<file path="config.mk">
export PLATFORM = sky130hd
export DESIGN_NAME = sps_sequencer
export DESIGN_NICKNAME = d
export VERILOG_FILES = /design/src/logic/sps_slot_timer.v /design/src/logic/sps_sequencer.v
export VERILOG_INCLUDE_DIRS = /design/src /design/src/logic
export SDC_FILE = /design/constraint.sdc
export NUM_CORES = 1
export LEC_CHECK = 0
export BUFFER_PORTS_ARGS = -buffer_cell sky130_fd_sc_hd__buf_2
export CORE_UTILIZATION = 48
export CTS_CLUSTER_DIAMETER = 30
export DETAILED_ROUTE_END_ITERATION = 8
export PLACE_DENSITY = 0.78
export SLEW_MARGIN = 5
export SYNTH_ARGS = -nofsm -noshare
export SYNTH_HDL_FRONTEND = slang
export SYNTH_SLANG_ARGS = --single-unit
</file>
<file path="constraint.sdc">
create_clock -name SYS_CLK -period 2.5 [get_ports SYS_CLK]
set_input_delay 0.75 -clock SYS_CLK [delete_from_list [all_inputs] [get_ports SYS_CLK]]
set_output_delay 0.75 -clock SYS_CLK [all_outputs]
set_load 0.02 [all_outputs]
</file>
<file path="src/logic/sps_regs.vh">
// Constants for the sleep and power-down sequencer
`ifndef SPS_REGS_VH
`define SPS_REGS_VH

// Channel layout: twelve enables plus the slow clock as lane 12
`define SPS_NCH 12
`define SPS_NLANE 13
`define SPS_SLOT_W 4
`define SPS_FINAL_SLOT 4'hf

// Timing
`define SPS_CLK_PERIOD_NS 25
`define SPS_SLOT_TIME_NS 1000
`define SPS_SLOT_CYC ((`SPS_SLOT_TIME_NS + `SPS_CLK_PERIOD_NS - 1) / `SPS_CLK_PERIOD_NS)
`define SPS_SLOT_DIV_W 6
`define SPS_SLOW_HALF_NS 15258
`define SPS_SLOW_HALF_CYC (`SPS_SLOW_HALF_NS / `SPS_CLK_PERIOD_NS)
`define SPS_SLOW_DIV_W 10
// Divider end values, sized to their counters so nothing is cut silently
`define SPS_SLOT_DIV_LAST 6'h27
`define SPS_SLOW_DIV_LAST 10'h261

// Sequencer states
`define SPS_ST_SHDN 4'h0
`define SPS_ST_PWRUP 4'h1
`define SPS_ST_RSTWAIT 4'h2
`define SPS_ST_ACTIVE 4'h3
`define SPS_ST_SLPENT 4'h4
`define SPS_ST_SLEEP 4'h5
`define SPS_ST_SLPEXIT 4'h6
`define SPS_ST_PWRDN 4'h7
`define SPS_ST_HALTRST 4'h8
`define SPS_ST_HALT 4'h9

// Fault flag bit positions
`define SPS_FLAG_THERMAL 0
`define SPS_FLAG_REGULATOR 1
`define SPS_FLAG_SELFTEST 2
`define SPS_FLAG_WATCHDOG 3
`define SPS_NFLAG 4

// Pin bit positions and idle levels
`define SPS_PIN_SLEEP 0
`define SPS_PIN_ACTIVE 1
`define SPS_PIN_BUTTON 2
`define SPS_PIN_RSTIN 3
`define SPS_PIN_EMPD 4
`define SPS_NPIN 5
`define SPS_PIN_IDLE 5'h1c

`endif

</file>
<file path="src/logic/sps_slot_timer.v">
// Slot timer: slot-period tick and running slot number
`include "sps_regs.vh"

module sps_slot_timer (
  // Clock and reset
  input wire clk,
  input wire rst_n,
  // Restart at slot 1
  input wire start,
  // Tick at the end of each slot, with that slot's number
  output wire tick,
  output wire [`SPS_SLOT_W-1:0] slot
);

  localparam [`SPS_SLOT_DIV_W-1:0] DIV_LAST = `SPS_SLOT_DIV_LAST;

  reg [`SPS_SLOT_DIV_W-1:0] div_r;
  reg [`SPS_SLOT_W-1:0] slot_r;

  assign tick = (div_r == DIV_LAST);
  assign slot = slot_r;

  // Free running; slot number saturates so long waits stay valid
  always @(posedge clk or negedge rst_n) begin
    if (!rst_n) begin
      div_r <= {`SPS_SLOT_DIV_W{1'b0}};
      slot_r <= 4'h1;
    end else if (start) begin
      div_r <= {`SPS_SLOT_DIV_W{1'b0}};
      slot_r <= 4'h1;
    end else if (tick) begin
      div_r <= {`SPS_SLOT_DIV_W{1'b0}};
      if (slot_r != `SPS_FINAL_SLOT) begin
        slot_r <= slot_r + 4'h1;
      end
    end else begin
      div_r <= div_r + {{(`SPS_SLOT_DIV_W-1){1'b0}}, 1'b1};
    end
  end

endmodule // sps_slot_timer

</file>
<file path="src/logic/sps_sequencer.v">
// Sleep, power-down and safe-halt sequencer core
`include "sps_regs.vh"

module sps_sequencer (
  // Clock and reset
  input wire SYS_CLK,
  input wire SYS_RESET_N,
  // Pins from outside the clock domain
  input wire SLEEP,
  input wire ACTIVE_REQUEST,
  input wire POWER_BUTTON_N,
  input wire RESET_REQUEST_IN_N,
  input wire EMERGENCY_POWERDOWN_IN_N,
  // Configuration
  input wire [`SPS_NCH*`SPS_SLOT_W-1:0] SLEEP_SLOT_CONFIG,
  input wire [`SPS_NCH*`SPS_SLOT_W-1:0] POWER_SLOT_CONFIG,
  input wire [`SPS_SLOT_W-1:0] SLOW_CLOCK_SLEEP_SLOT,
  input wire [`SPS_SLOT_W-1:0] SLOW_CLOCK_POWER_SLOT,
  input wire [`SPS_SLOT_W-1:0] RESET_RELEASE_DELAY,
  input wire [7:0] LONG_PRESS_THRESHOLD,
  input wire [1:0] FORCED_SHUTDOWN_FIELD,
  input wire POWER_BUTTON_ENABLE,
  input wire RESET_REQUEST_ENABLE,
  input wire EMERGENCY_POWERDOWN_ENABLE,
  input wire WATCHDOG_RESET_ENABLE,
  // Events from on-chip logic
  input wire RTC_ALARM,
  input wire FORCE_ACTIVE_CLEAR,
  input wire THERMAL_FAULT_EVENT,
  input wire REGULATOR_FAULT_EVENT,
  input wire SELFTEST_FAULT_EVENT,
  input wire WATCHDOG_VIOLATION_EVENT,
  input wire [`SPS_NFLAG-1:0] FLAG_CLEAR,
  // Supply side
  output wire [`SPS_NCH-1:0] ENABLE_OUTPUTS,
  output wire SLOW_CLOCK_OUTPUT,
  output wire RESET_OUTPUT_N,
  output wire IRQ_OUTPUT_N,
  // Status
  output wire [`SPS_NFLAG-1:0] FAULT_FLAGS,
  output wire FORCE_ACTIVE_BIT,
  output wire [3:0] SEQ_STATE
);

  localparam [`SPS_SLOW_DIV_W-1:0] SLOW_LAST = `SPS_SLOW_DIV_LAST;

  reg [`SPS_NPIN-1:0] pin_s1_r;
  reg [`SPS_NPIN-1:0] pin_s2_r;
  reg [`SPS_NPIN-1:0] pin_s3_r;
  reg [`SPS_NPIN-1:0] pin_f_r;
  reg [3:0] state_r;
  reg [`SPS_NLANE-1:0] lane_r;
  reg rst_n_r;
  reg irq_n_r;
  reg [`SPS_NFLAG-1:0] flags_r;
  reg force_active_bit_r;
  reg [7:0] press_cnt_r;
  reg long_press_r;
  reg tim_start_r;
  reg slow_clk_r;
  reg [`SPS_SLOW_DIV_W-1:0] slow_div_r;

  wire tick;
  wire [`SPS_SLOT_W-1:0] slot;
  wire [`SPS_NLANE*`SPS_SLOT_W-1:0] slp_cfg;
  wire [`SPS_NLANE*`SPS_SLOT_W-1:0] pwr_cfg;
  wire [`SPS_NLANE-1:0] slp_hit;
  wire [`SPS_NLANE-1:0] pwr_hit;
  wire [`SPS_NFLAG-1:0] flag_set;
  wire seq_done;
  wire rst_req;
  wire pd_req;
  wire fault;
  wire sleep_f;
  wire act_f;

  sps_slot_timer u_timer (
    .clk(SYS_CLK),
    .rst_n(SYS_RESET_N),
    .start(tim_start_r),
    .tick(tick),
    .slot(slot)
  );

  // Pins pass three flops; a change counts once stages two and three agree
  always @(posedge SYS_CLK or negedge SYS_RESET_N) begin
    if (!SYS_RESET_N) begin
      pin_s1_r <= `SPS_PIN_IDLE;
      pin_s2_r <= `SPS_PIN_IDLE;
      pin_s3_r <= `SPS_PIN_IDLE;
      pin_f_r <= `SPS_PIN_IDLE;
    end else begin
      pin_s1_r <= {EMERGENCY_POWERDOWN_IN_N, RESET_REQUEST_IN_N, POWER_BUTTON_N,
                   ACTIVE_REQUEST, SLEEP};
      pin_s2_r <= pin_s1_r;
      pin_s3_r <= pin_s2_r;
      pin_f_r <= (pin_s2_r & pin_s3_r) | (pin_f_r & (pin_s2_r | pin_s3_r));
    end
  end

  assign sleep_f = pin_f_r[`SPS_PIN_SLEEP];
  assign act_f = pin_f_r[`SPS_PIN_ACTIVE];

  // Slow clock rides as the top lane with its own slot fields
  assign slp_cfg = {SLOW_CLOCK_SLEEP_SLOT, SLEEP_SLOT_CONFIG};
  assign pwr_cfg = {SLOW_CLOCK_POWER_SLOT, POWER_SLOT_CONFIG};

  // Per-lane slot match; slot zero never matches, so that lane is left alone
  genvar gi;
  generate
    for (gi = 0; gi < `SPS_NLANE; gi = gi + 1) begin : g_lane
      assign slp_hit[gi] = tick && (slp_cfg[gi*`SPS_SLOT_W +: `SPS_SLOT_W] == slot);
      assign pwr_hit[gi] = tick && (pwr_cfg[gi*`SPS_SLOT_W +: `SPS_SLOT_W] == slot);
    end
  endgenerate

  assign seq_done = tick && (slot == `SPS_FINAL_SLOT);

  // Reset demand: enabled pin, watchdog when selected, selftest always
  assign rst_req = (RESET_REQUEST_ENABLE && !pin_f_r[`SPS_PIN_RSTIN])
                   || (WATCHDOG_RESET_ENABLE && flags_r[`SPS_FLAG_WATCHDOG])
                   || flags_r[`SPS_FLAG_SELFTEST];

  // Power-down demand: long press, software field, emergency pin, active low
  assign pd_req = long_press_r || (FORCED_SHUTDOWN_FIELD != 2'h0)
                  || (EMERGENCY_POWERDOWN_ENABLE && !pin_f_r[`SPS_PIN_EMPD])
                  || !act_f;

  assign fault = flags_r[`SPS_FLAG_THERMAL] || flags_r[`SPS_FLAG_REGULATOR];

  assign flag_set = {WATCHDOG_VIOLATION_EVENT, SELFTEST_FAULT_EVENT,
                     REGULATOR_FAULT_EVENT, THERMAL_FAULT_EVENT};

  // Sticky flags: a new event beats a clear in the same cycle
  always @(posedge SYS_CLK or negedge SYS_RESET_N) begin
    if (!SYS_RESET_N) begin
      flags_r <= {`SPS_NFLAG{1'b0}};
      force_active_bit_r <= 1'b0;
    end else begin
      flags_r <= (flags_r & ~FLAG_CLEAR) | flag_set;
      force_active_bit_r <= RTC_ALARM || (force_active_bit_r && !FORCE_ACTIVE_CLEAR);
    end
  end

  // Press length counted in slot ticks; only a full threshold counts
  always @(posedge SYS_CLK or negedge SYS_RESET_N) begin
    if (!SYS_RESET_N) begin
      press_cnt_r <= 8'h00;
      long_press_r <= 1'b0;
    end else if (state_r == `SPS_ST_PWRDN) begin
      press_cnt_r <= 8'h00;
      long_press_r <= 1'b0;
    end else if (POWER_BUTTON_ENABLE && !pin_f_r[`SPS_PIN_BUTTON]) begin
      if (tick && press_cnt_r != 8'hff) begin
        press_cnt_r <= press_cnt_r + 8'h01;
      end
      if (LONG_PRESS_THRESHOLD != 8'h00 && press_cnt_r >= LONG_PRESS_THRESHOLD) begin
        long_press_r <= 1'b1;
      end
    end else begin
      press_cnt_r <= 8'h00;
    end
  end

  // Sequencer; triggers other than a fault are only looked at in settled states,
  // so any that arrive mid-sequence simply wait for the final slot
  always @(posedge SYS_CLK or negedge SYS_RESET_N) begin
    if (!SYS_RESET_N) begin
      state_r <= `SPS_ST_SHDN;
      lane_r <= {`SPS_NLANE{1'b0}};
      rst_n_r <= 1'b0;
      tim_start_r <= 1'b0;
    end else begin
      tim_start_r <= 1'b0;
      if (fault && state_r != `SPS_ST_HALTRST && state_r != `SPS_ST_HALT) begin
        // Safety first: no waiting for the current sequence
        state_r <= `SPS_ST_HALTRST;
        rst_n_r <= 1'b0;
      end else begin
        case (state_r)
          `SPS_ST_SHDN: begin
            rst_n_r <= 1'b0;
            if (act_f && !pd_req) begin
              state_r <= `SPS_ST_PWRUP;
              tim_start_r <= 1'b1;
            end
          end
          `SPS_ST_PWRUP: begin
            lane_r <= lane_r | pwr_hit;
            if (seq_done) begin
              state_r <= `SPS_ST_RSTWAIT;
              tim_start_r <= 1'b1;
            end
          end
          `SPS_ST_RSTWAIT: begin
            if (pd_req) begin
              state_r <= `SPS_ST_PWRDN;
              tim_start_r <= 1'b1;
            end else if (rst_req) begin
              tim_start_r <= 1'b1;
            end else if (tick && slot >= RESET_RELEASE_DELAY) begin
              rst_n_r <= 1'b1;
              state_r <= `SPS_ST_ACTIVE;
            end
          end
          `SPS_ST_ACTIVE: begin
            if (rst_req) begin
              rst_n_r <= 1'b0;
              state_r <= `SPS_ST_RSTWAIT;
              tim_start_r <= 1'b1;
            end else if (pd_req) begin
              state_r <= `SPS_ST_PWRDN;
              tim_start_r <= 1'b1;
            end else if (!sleep_f) begin
              state_r <= `SPS_ST_SLPENT;
              tim_start_r <= 1'b1;
            end
          end
          `SPS_ST_SLPENT: begin
            lane_r <= lane_r & ~slp_hit;
            if (seq_done) begin
              state_r <= `SPS_ST_SLEEP;
            end
          end
          `SPS_ST_SLEEP: begin
            if (pd_req) begin
              state_r <= `SPS_ST_PWRDN;
              tim_start_r <= 1'b1;
            end else if (sleep_f || force_active_bit_r || rst_req) begin
              state_r <= `SPS_ST_SLPEXIT;
              tim_start_r <= 1'b1;
              if (rst_req) begin
                rst_n_r <= 1'b0;
              end
            end
          end
          `SPS_ST_SLPEXIT: begin
            lane_r <= lane_r | slp_hit;
            if (seq_done) begin
              // Reset asserted on the way out: wait the release delay
              state_r <= rst_n_r ? `SPS_ST_ACTIVE : `SPS_ST_RSTWAIT;
              tim_start_r <= !rst_n_r;
            end
          end
          `SPS_ST_PWRDN: begin
            if (tick && slot == 4'h1) begin
              rst_n_r <= 1'b0;
            end
            // Lanes already dropped by sleep entry just stay low
            lane_r <= lane_r & ~pwr_hit;
            if (seq_done) begin
              state_r <= `SPS_ST_SHDN;
            end
          end
          `SPS_ST_HALTRST: begin
            // Reset went low last cycle; now the rest follows
            lane_r <= {`SPS_NLANE{1'b0}};
            state_r <= `SPS_ST_HALT;
          end
          `SPS_ST_HALT: begin
            // Terminal until power cycle; pins ignored
            lane_r <= {`SPS_NLANE{1'b0}};
            rst_n_r <= 1'b0;
          end
          default: begin
            state_r <= `SPS_ST_SHDN;
          end
        endcase
      end
    end
  end

  // Interrupt: any sticky flag or pending wake; forced low in halt
  always @(posedge SYS_CLK or negedge SYS_RESET_N) begin
    if (!SYS_RESET_N) begin
      irq_n_r <= 1'b1;
    end else if (state_r == `SPS_ST_HALT) begin
      irq_n_r <= 1'b0;
    end else begin
      irq_n_r <= !((|flags_r) || force_active_bit_r);
    end
  end

  // Slow clock divider, gated by its lane; parks low when gated
  always @(posedge SYS_CLK or negedge SYS_RESET_N) begin
    if (!SYS_RESET_N) begin
      slow_div_r <= {`SPS_SLOW_DIV_W{1'b0}};
      slow_clk_r <= 1'b0;
    end else if (!lane_r[`SPS_NCH]) begin
      slow_div_r <= {`SPS_SLOW_DIV_W{1'b0}};
      slow_clk_r <= 1'b0;
    end else if (slow_div_r == SLOW_LAST) begin
      slow_div_r <= {`SPS_SLOW_DIV_W{1'b0}};
      slow_clk_r <= !slow_clk_r;
    end else begin
      slow_div_r <= slow_div_r + {{(`SPS_SLOW_DIV_W-1){1'b0}}, 1'b1};
    end
  end

  assign ENABLE_OUTPUTS = lane_r[`SPS_NCH-1:0];
  assign SLOW_CLOCK_OUTPUT = slow_clk_r;
  assign RESET_OUTPUT_N = rst_n_r;
  assign IRQ_OUTPUT_N = irq_n_r;
  assign FAULT_FLAGS = flags_r;
  assign FORCE_ACTIVE_BIT = force_active_bit_r;
  assign SEQ_STATE = state_r;

endmodule // sps_sequencer

</file>
**Yosys cells after proc, flatten, opt, wreduce, memory -nomap -nowiden**

Cells that the tools add are included.

- Register bits after elaboration: 75

- Add/sub/neg operators: 4
- $lt $le $gt $ge: 2
- Equality and inequality tests: 61
- Mux-type cells: 54
- Bitwise gates (word level): 14
- Reduce and logical (&&, ||, !) cells: 75

Operator list:

| cell | count |
|---|---|
| == test 4 bit | 26 |
| two-way mux 4 bit | 17 |
| one-hot mux 13 bit (5 select lines) | 1 |
| one-hot mux 4 bit (10 select lines) | 1 |
| logical AND 1 bit | 39 |
| != test 3 bit (second input constant) | 9 |
| AND 13 bit | 2 |
| two-way mux 1 bit | 26 |
| NOT 13 bit | 2 |
| bitwise OR 13 bit | 2 |
| two-way mux 8 bit | 3 |
| != test 4 bit (second input constant) | 6 |
| two-way mux 10 bit | 2 |
| == test 4 x 3 -> 1 bit (second input constant) | 4 |
| == test 4 bit (second input constant) | 3 |
| two-way mux 6 bit | 2 |
| adder 10 x 1 -> 10 bit (second input constant) | 1 |
| AND 5 bit | 2 |
| == test 10 bit (second input constant) | 1 |
| logical OR 1 bit | 10 |
| bitwise OR 5 bit | 2 |
| AND reduction 10 bit | 1 |
| nonzero test 2 bit | 5 |
| zero test 1 bit | 9 |
| other kinds (28) | 34 |

**Longest topological paths before layout**

Gate-level depths: netlist of the first run.

- Depth after elaboration: 9
- Gate-level depth with buffers: 10
- Depth with buffers taken out: 8

**By module**

From an unflattened synthesis of the first run, not the netlist that was laid out.

- Cell total of the unflattened synthesis: 608
- Area, all modules: 5504.0 um2

By module, submodules not included:

| module | times used | cells an instance | area an instance (um2) |
|---|---|---|---|
| sps_sequencer | 1 | 561 | 4977.3 |
| sps_slot_timer | 1 | 47 | 526.8 |

**Least setup slack after synthesis of the first run**

Ideal clock, no wire load.

- Path type: reg-to-reg
- Start: register u_timer.slot_r[0] (netlist: u_timer.slot[0])
- End: register state_r[0] (netlist: SEQ_STATE[0])
- Setup time: 127 ps
- Arrival: 2496 ps
- Setup slack: -123 ps
- Cell stages (with the launch flop): 11
- Cells stage by stage: dfstp_2 > buf_2 > buf_4 > inv_1 > ha_1 > nand2b_1 > a2111oi_0 > a211o_1 > o2111ai_2 > nand3_2 > mux2_1

- Longest elaborated chain between the ends: 4
- Elaborated cells between the ends (all ways): 10
- Classes of those cells: 1 x order compare; 6 x eq/ne; 3 x reduce/logical

RTL lines:

| what | RTL line | source |
|---|---|---|
| start: declaration | sps_slot_timer.v:18 | `` reg [`SPS_SLOT_W-1:0] slot_r; `` |
| start signal: assignment | sps_slot_timer.v:34 | `slot_r <= slot_r + 4'h1;` |
| greater-or-equal comparator 4 bit / == test 4 bit (equally long branches) | n/a |  |
| logical AND 1 bit (on tied branches) | sps_sequencer.v:201, sps_sequencer.v:117 |  |
| != test 4 bit (no line), or another cell as far along | n/a |  |
| AND reduction 10 bit (no line) * | n/a |  |
| end signal: assignment | sps_sequencer.v:203 | `` state_r <= `SPS_ST_ACTIVE; `` |
| end signal: assignment | sps_sequencer.v:209 | `` state_r <= `SPS_ST_RSTWAIT; `` |
| end signal: assignment | sps_sequencer.v:212 | `` state_r <= `SPS_ST_PWRDN; `` |
| end: declaration | sps_sequencer.v:51 | `reg [3:0] state_r;` |

Every way passes the cells marked *; elsewhere a longest branch is shown, timed or not.
A chain may end at the register's enable or synchronous reset.

**Worst setup path in the final report of the first run**

- Start: register u_timer.slot_r[0] (netlist: u_timer.slot[0])
- End: register state_r[2] (netlist: SEQ_STATE[2])

Same word-level chain as after synthesis.

==> results of run 1 <==
==> where the power goes <==
group	switching (mW)	total [mW]	internal [mW]
Combinational	0.750	1.37	0.623
Clock	0.452	0.843	0.391
Sequential	0.114	1.44	1.33
Total	1.32	3.66	2.34
==> layout by cell type (no fill, tap or decap), types with 3 or more instances in the layout <==
master    count
buf_2       161
xnor2_1      66
dfrtp_1      61
xor2_1       61
nor2_1       56
a21oi_1      52
o21ai_0      35
nand2_1      30
inv_1        25
nand4_1      20
ha_1         18
nor4_1       16
buf_4        16
dfstp_2      14
nor3_1       11
clkbuf_8     10
nand3_1       9
nand2b_1      8
nor2b_1       7
a21o_1        7
and2_1        5
maj3_1        5
mux2i_1       4
and3_1        3
==> routing by layer <==
metal  vias to the layer above  track usage  part of all wire  wire (µm)
li1                       2327            -                 -          -
met1                      2265       0.2812              0.42       5613
met2                       149       0.4112              0.50       6581
met3                        27      0.04843             0.060        792
met4                         0      0.07632             0.019        257
met5                         -            0                 0          0
==> area by class of cell <==
cell class	count	area, µm²	share of cell area
Clock buffer	11	141.4	0.02210
Inverter	25	93.84	0.01467
Timing Repair Buffer	178	945.9	0.1479
Clock inverter	5	37.54	0.005867
Sequential cell	75	1894	0.2961
Multi-Input combinational cell	456	3109	0.4860
Tap cell	140	175.2	0.02738
==> per-stage QoR <==
stage / util / std cells / TNS [ps] / setup slack [ps]
after floorplan: - / 598 / 0 / 32.55
after global placement: 0.5711 / 874 / -66.18 / -33.65
after detailed placement: 0.5711 / 874 / -117.6 / -65.33
after CTS: 0.5876 / 890 / 0 / 207.8
after global routing: 0.5876 / 890 / 0 / 53.62
final: 0.5876 / 890 / 0 / 196.8
==> sequential cells by signal, indices dropped and copies added (netlist names), 4 cells and up <==
name and cells:
press_cnt_r 8, slow_div_r 10, lane_r 13, pin_s2_r 5, pin_f_r 5, pin_s3_r 5
pin_s1_r 5, u_timer.div_r 6, FAULT_FLAGS 4, SEQ_STATE 4, u_timer.slot 4
==> kinds of logic after synthesis <==
| group | share of synthesized area |
|---|---|
| simple gates | 0.1814 |
| compound gates | 0.1267 |
| mux | 0.01164 |
| fa+ha+maj | 0.05122 |
| xor+xnor | 0.2070 |
| flops | 0.3525 |
| buf+inv | 0.06962 |
==> final timing paths <==
path	from	endpoint	depth (start not counted)
worst max-delay path	u_timer.slot[0]$_DFFE_PN1P_	SEQ_STATE[2]$_DFFE_PN0P_	7
worst min-delay path	pin_s1_r[0]$_DFF_PN0_	pin_s2_r[0]$_DFF_PN0_	0
worst max register to register	u_timer.slot[0]$_DFFE_PN1P_	SEQ_STATE[2]$_DFFE_PN0P_	7
worst min register to register	pin_s1_r[0]$_DFF_PN0_	pin_s2_r[0]$_DFF_PN0_	0
max in group asynchronous	SYS_RESET_N	u_timer.slot[0]$_DFFE_PN1P_	2
min in group asynchronous	SYS_RESET_N	FAULT_FLAGS[0]$_DFF_PN0_	1
==> flow_summary.json, run 1 <==
{
  "synth_edf_count": 0,
  "cts.clk_slew.worst_paths_ps": 80,
  "cp_cell_sequence": "buf_4, ha_1, nand3_1, or2_1, a31oi_2, nand3_2, mux2_1",
  "hold_slack_ps": 355.9,
  "syn_inst": 598,
  "area_delta_synth_final_pct": 19.05,
  "p_leak_nw": 2.931,
  "fmaxAchievable_mhz": 434.2,
  "grt_start_max_net_pins": 44,
  "fin_area_um2": 6397,
  "place_hpwl_um": 10150,
  "cts_sinks": 75,
  "diodes": 0,
  "hold_violations": 0,
  "wl_per_cell_um": 14.88,
  "worstPathArrival_ps": 2530,
  "cts_tree": "done",
  "synth.area.top_cells": "dfrtp_1 28%, xnor2_1 11%, xor2_1 9.9%, dfstp_2 6.8%, a21oi_1 4.8%",
  "die_y_um": 107.8,
  "outcome": "finished, final reports clean",
  "skew_ps": 15.56,
  "route.detailed.drc": 0,
  "layout-drive-gt1-share": 0.2987,
  "async_flop_share": 1.000,
  "vias": 4768,
  "fillers": 934,
  "cts-resized-gates": 0,
  "wl_um": 13240,
  "drv_cap": 0,
  "first_pass_iters": 5,
  "portBuffers": 162,
  "rows": 38,
  "ios": 163,
  "globalRouteOverflowTotal": 0,
  "power_mw": 3.661,
  "fp.dieW_um": 107.8,
  "vdd_drop_max_mv": 0.3399,
  "max_slew_margin": 0.3341,
  "synth-seq-cells": 75,
  "cp_slowest_stage_delay_ps": 540,
  "antenna_found_initial": 0,
  "hold_buffers": 0,
  "cts_root_buf": "clkbuf_8",
  "yosysUniqueCellTypes": 58,
  "fin_crit_ps": 2303,
  "cts_setup_buffers": 0,
  "syn_area_um2": 5374,
  "worstSetupPathType": "reg2reg",
  "ys_seq_area_frac": 0.3525,
  "synthFlopType": "dfrtp_1",
  "rrSetupSlack_ps": 200,
  "grt_pass1_vias": 4672,
  "startpoint_type": "register",
  "antenna_left": 0,
  "cts_buffers": 9,
  "grt_pass1_wl_um": 21290,
  "avgViaCountPerCell": 5.357,
  "synth.largest_area_cell": "dfrtp_1",
  "synth_common_cells": "66 x xnor2_1, 61 x dfrtp_1, 61 x xor2_1",
  "core_um2": 10890,
  "insertion_delay_ps": 350,
  "finalCritPeriodShare": 0.9213,
  "cp-end-kind": "register",
  "grtUsageTotal": 0.2331,
  "synth_most_common_cell": "xnor2_1",
  "yosysTopAreaCellShare": 0.2841,
  "syn_avg_cell_area_um2": 8.986,
  "hold_path_class": "reg2reg",
  "p_per_area_nw_per_um2": 572.2,
  "crit_slowest_cell": "dfstp_2",
  "drt-initial-drc-count": 224,
  "syn_nets": 755,
  "path_delay_family": "flip-flops",
  "critPathBufInv": 1,
  "crit_required_ps": 2730,
  "gp_congestion": 0.9130,
  "nets": 902,
  "clk_path_buf_depth": 2,
  "tightest_slew_ps": 992.1,
  "cts-htree-levels": 3,
  "rsz0062_at_grt": "no",
  "path_max_fanout": 30,
  "start_util": 0.4936,
  "drv_slew": 0,
  "setup_viol": 0,
  "dieArea_um2": 11620,
  "dpl-instance-area_um2": 6218,
  "yosys_warnings": 0
}
Power figures use the tool's default switching activity.
==> inputs of run 2 (changes only) <==
- BUFFER_PORTS_ARGS: -buffer_cell sky130_fd_sc_hd__buf_2 -> default
- CAP_MARGIN: default -> 5
- CORE_UTILIZATION: 48 -> 58
- DONT_BUFFER_PORTS: default -> 1
- PLACE_DENSITY: 0.78 -> 0.76
==> flow_summary.json, run 2 (synthesis gave the netlist of run 1 again) <==
{
  "antenna_found_initial": 0,
  "rsz0062_at_grt": "no",
  "vias": 4186,
  "worstPathArrival_ps": 2550,
  "cp-end-kind": "register",
  "outcome": "complete, but fails checks",
  "dieArea_um2": 9654,
  "path_max_fanout": 30,
  "cts-resized-gates": 0,
  "setup_viol": 0,
  "core_um2": 8848,
  "drv_slew": 0,
  "hold_buffers": 0,
  "hold_slack_ps": 98.96,
  "portBuffers": 0,
  "die_y_um": 98.26,
  "antenna_left": 0,
  "max_slew_margin": 0.4981,
  "vdd_drop_max_mv": 0.4158,
  "fp.dieW_um": 98.26,
  "grt_pass1_wl_um": 19690,
  "insertion_delay_ps": 350,
  "fin_tns_setup_ps": 0,
  "crit_required_ps": 2720,
  "largest_register_ffs": 13,
  "startpoint_type": "register",
  "drv_cap": 0,
  "cts_sinks": 75,
  "cts.clk_slew.worst_paths_ps": 80,
  "first_pass_iters": 7,
  "layout-drive-gt1-share": 0.09864,
  "skew_ps": 14.26,
  "cts_tree": "done",
  "ios": 163,
  "top_regs": "lane_r (13), slow_div_r (10), press_cnt_r (8)",
  "fmaxAchievable_mhz": 429.5,
  "place_hpwl_um": 9087,
  "tightest_slew_ps": 745.0,
  "area_delta_synth_final_pct": 2.631,
  "ff_latch_area_um2": 1894,
  "cts_setup_buffers": 0,
  "hold_violations": 0,
  "grt_pass1_vias": 4072,
  "gp_congestion": 0.9419,
  "multi_input_area_um2": 3107,
  "p_leak_nw": 2.256,
  "avgViaCountPerCell": 6.014,
  "violations": "design-rule violations",
  "fillers": 750,
  "clk_path_buf_depth": 2,
  "p_per_area_nw_per_um2": 626.4,
  "cts_root_buf": "clkbuf_8",
  "fin_area_um2": 5515,
  "route.detailed.drc": 16,
  "r2r_cells": 7,
  "globalRouteOverflowTotal": 0,
  "diodes": 0,
  "layout_common_cells": "66 x xnor2_1, 61 x dfrtp_1, 61 x xor2_1, 57 x nor2_1, 52 x a21oi_1",
  "wl_per_cell_um": 17.32,
  "finalWorstSetupSlack_ps": 171.6,
  "finalCritPeriodShare": 0.9314,
  "dpl-instance-area_um2": 5350,
  "fin_crit_ps": 2328,
  "largest-register": "lane_r",
  "start_util": 0.6073,
  "grt_start_max_net_pins": 76,
  "cts-htree-levels": 3,
  "rows": 34,
  "drt-initial-drc-count": 244,
  "dp_slack_ps": 27.00,
  "layout_commonest_cell": "xnor2_1",
  "hold_path_class": "in2async",
  "wl_um": 12060,
  "grtUsageTotal": 0.2578,
  "cts_buffers": 9,
  "worstSetupPathType": "reg2reg",
  "nets": 740
}
## run 2: layer usage
metal | vias to the layer above | track usage | part of all wire
li1 | 1998 | - | -
met1 | 2006 | 0.3236 | 0.41
met2 | 163 | 0.4404 | 0.49
met3 | 19 | 0.06228 | 0.079
met4 | 0 | 0.07922 | 0.017
met5 | - | 0 | 0
## run 2: path summary, 6_finish.rpt
path | slack [ps] | end | startpoint
min in group SYS_CLK | 350 | pin_s2_r[1]$_DFF_PN0_ | pin_s1_r[1]$_DFF_PN0_
worst max-delay path | 170 | SEQ_STATE[2]$_DFFE_PN0P_ | u_timer.slot[0]$_DFFE_PN1P_
worst max register to register | 170 | SEQ_STATE[2]$_DFFE_PN0P_ | u_timer.slot[0]$_DFFE_PN1P_
max in group asynchronous | 2190 | u_timer.slot[0]$_DFFE_PN1P_ | SYS_RESET_N
worst min-delay path | 100 | press_cnt_r[6]$_DFFE_PN0P_ | SYS_RESET_N
worst min register to register | 350 | pin_s2_r[1]$_DFF_PN0_ | pin_s1_r[1]$_DFF_PN0_
## run 2: power breakdown
| part | internal, mW | switching [mW] | total (mW) |
|---|---|---|---|
| clock network | 0.388 | 0.427 | 0.815 |
| logic | 0.525 | 0.631 | 1.16 |
| registers | 1.33 | 0.154 | 1.48 |
| total | 2.24 | 1.21 | 3.45 |
## run 2: layout make-up
| type | count | area share |
|---|---|---|
| clock inverter | 2 | 0.002269 |
| inverter | 25 | 0.01701 |
| tap | 108 | 0.02450 |
| timing repair buffer | 16 | 0.02178 |
| clock buffer | 14 | 0.02768 |
| sequential | 75 | 0.3435 |
| multi-input combinational | 456 | 0.5633 |
## run 2: through the flow
step                std cells  power, mW    util
floorplan                 598      2.497       -
global placement          680      2.604  0.6046
detailed placement        680      2.656  0.6046
CTS                       696      3.480  0.6233
global route              696      3.669  0.6233
finish                    696      3.455  0.6233
## run 2: critical path, stage by stage (launching register included)
cell and delay (ps):
dfstp_2 530, buf_4 410, ha_1 280, nand3_1 80, or2_1 260, a31oi_2 170
nand3_2 140, mux2_1 330
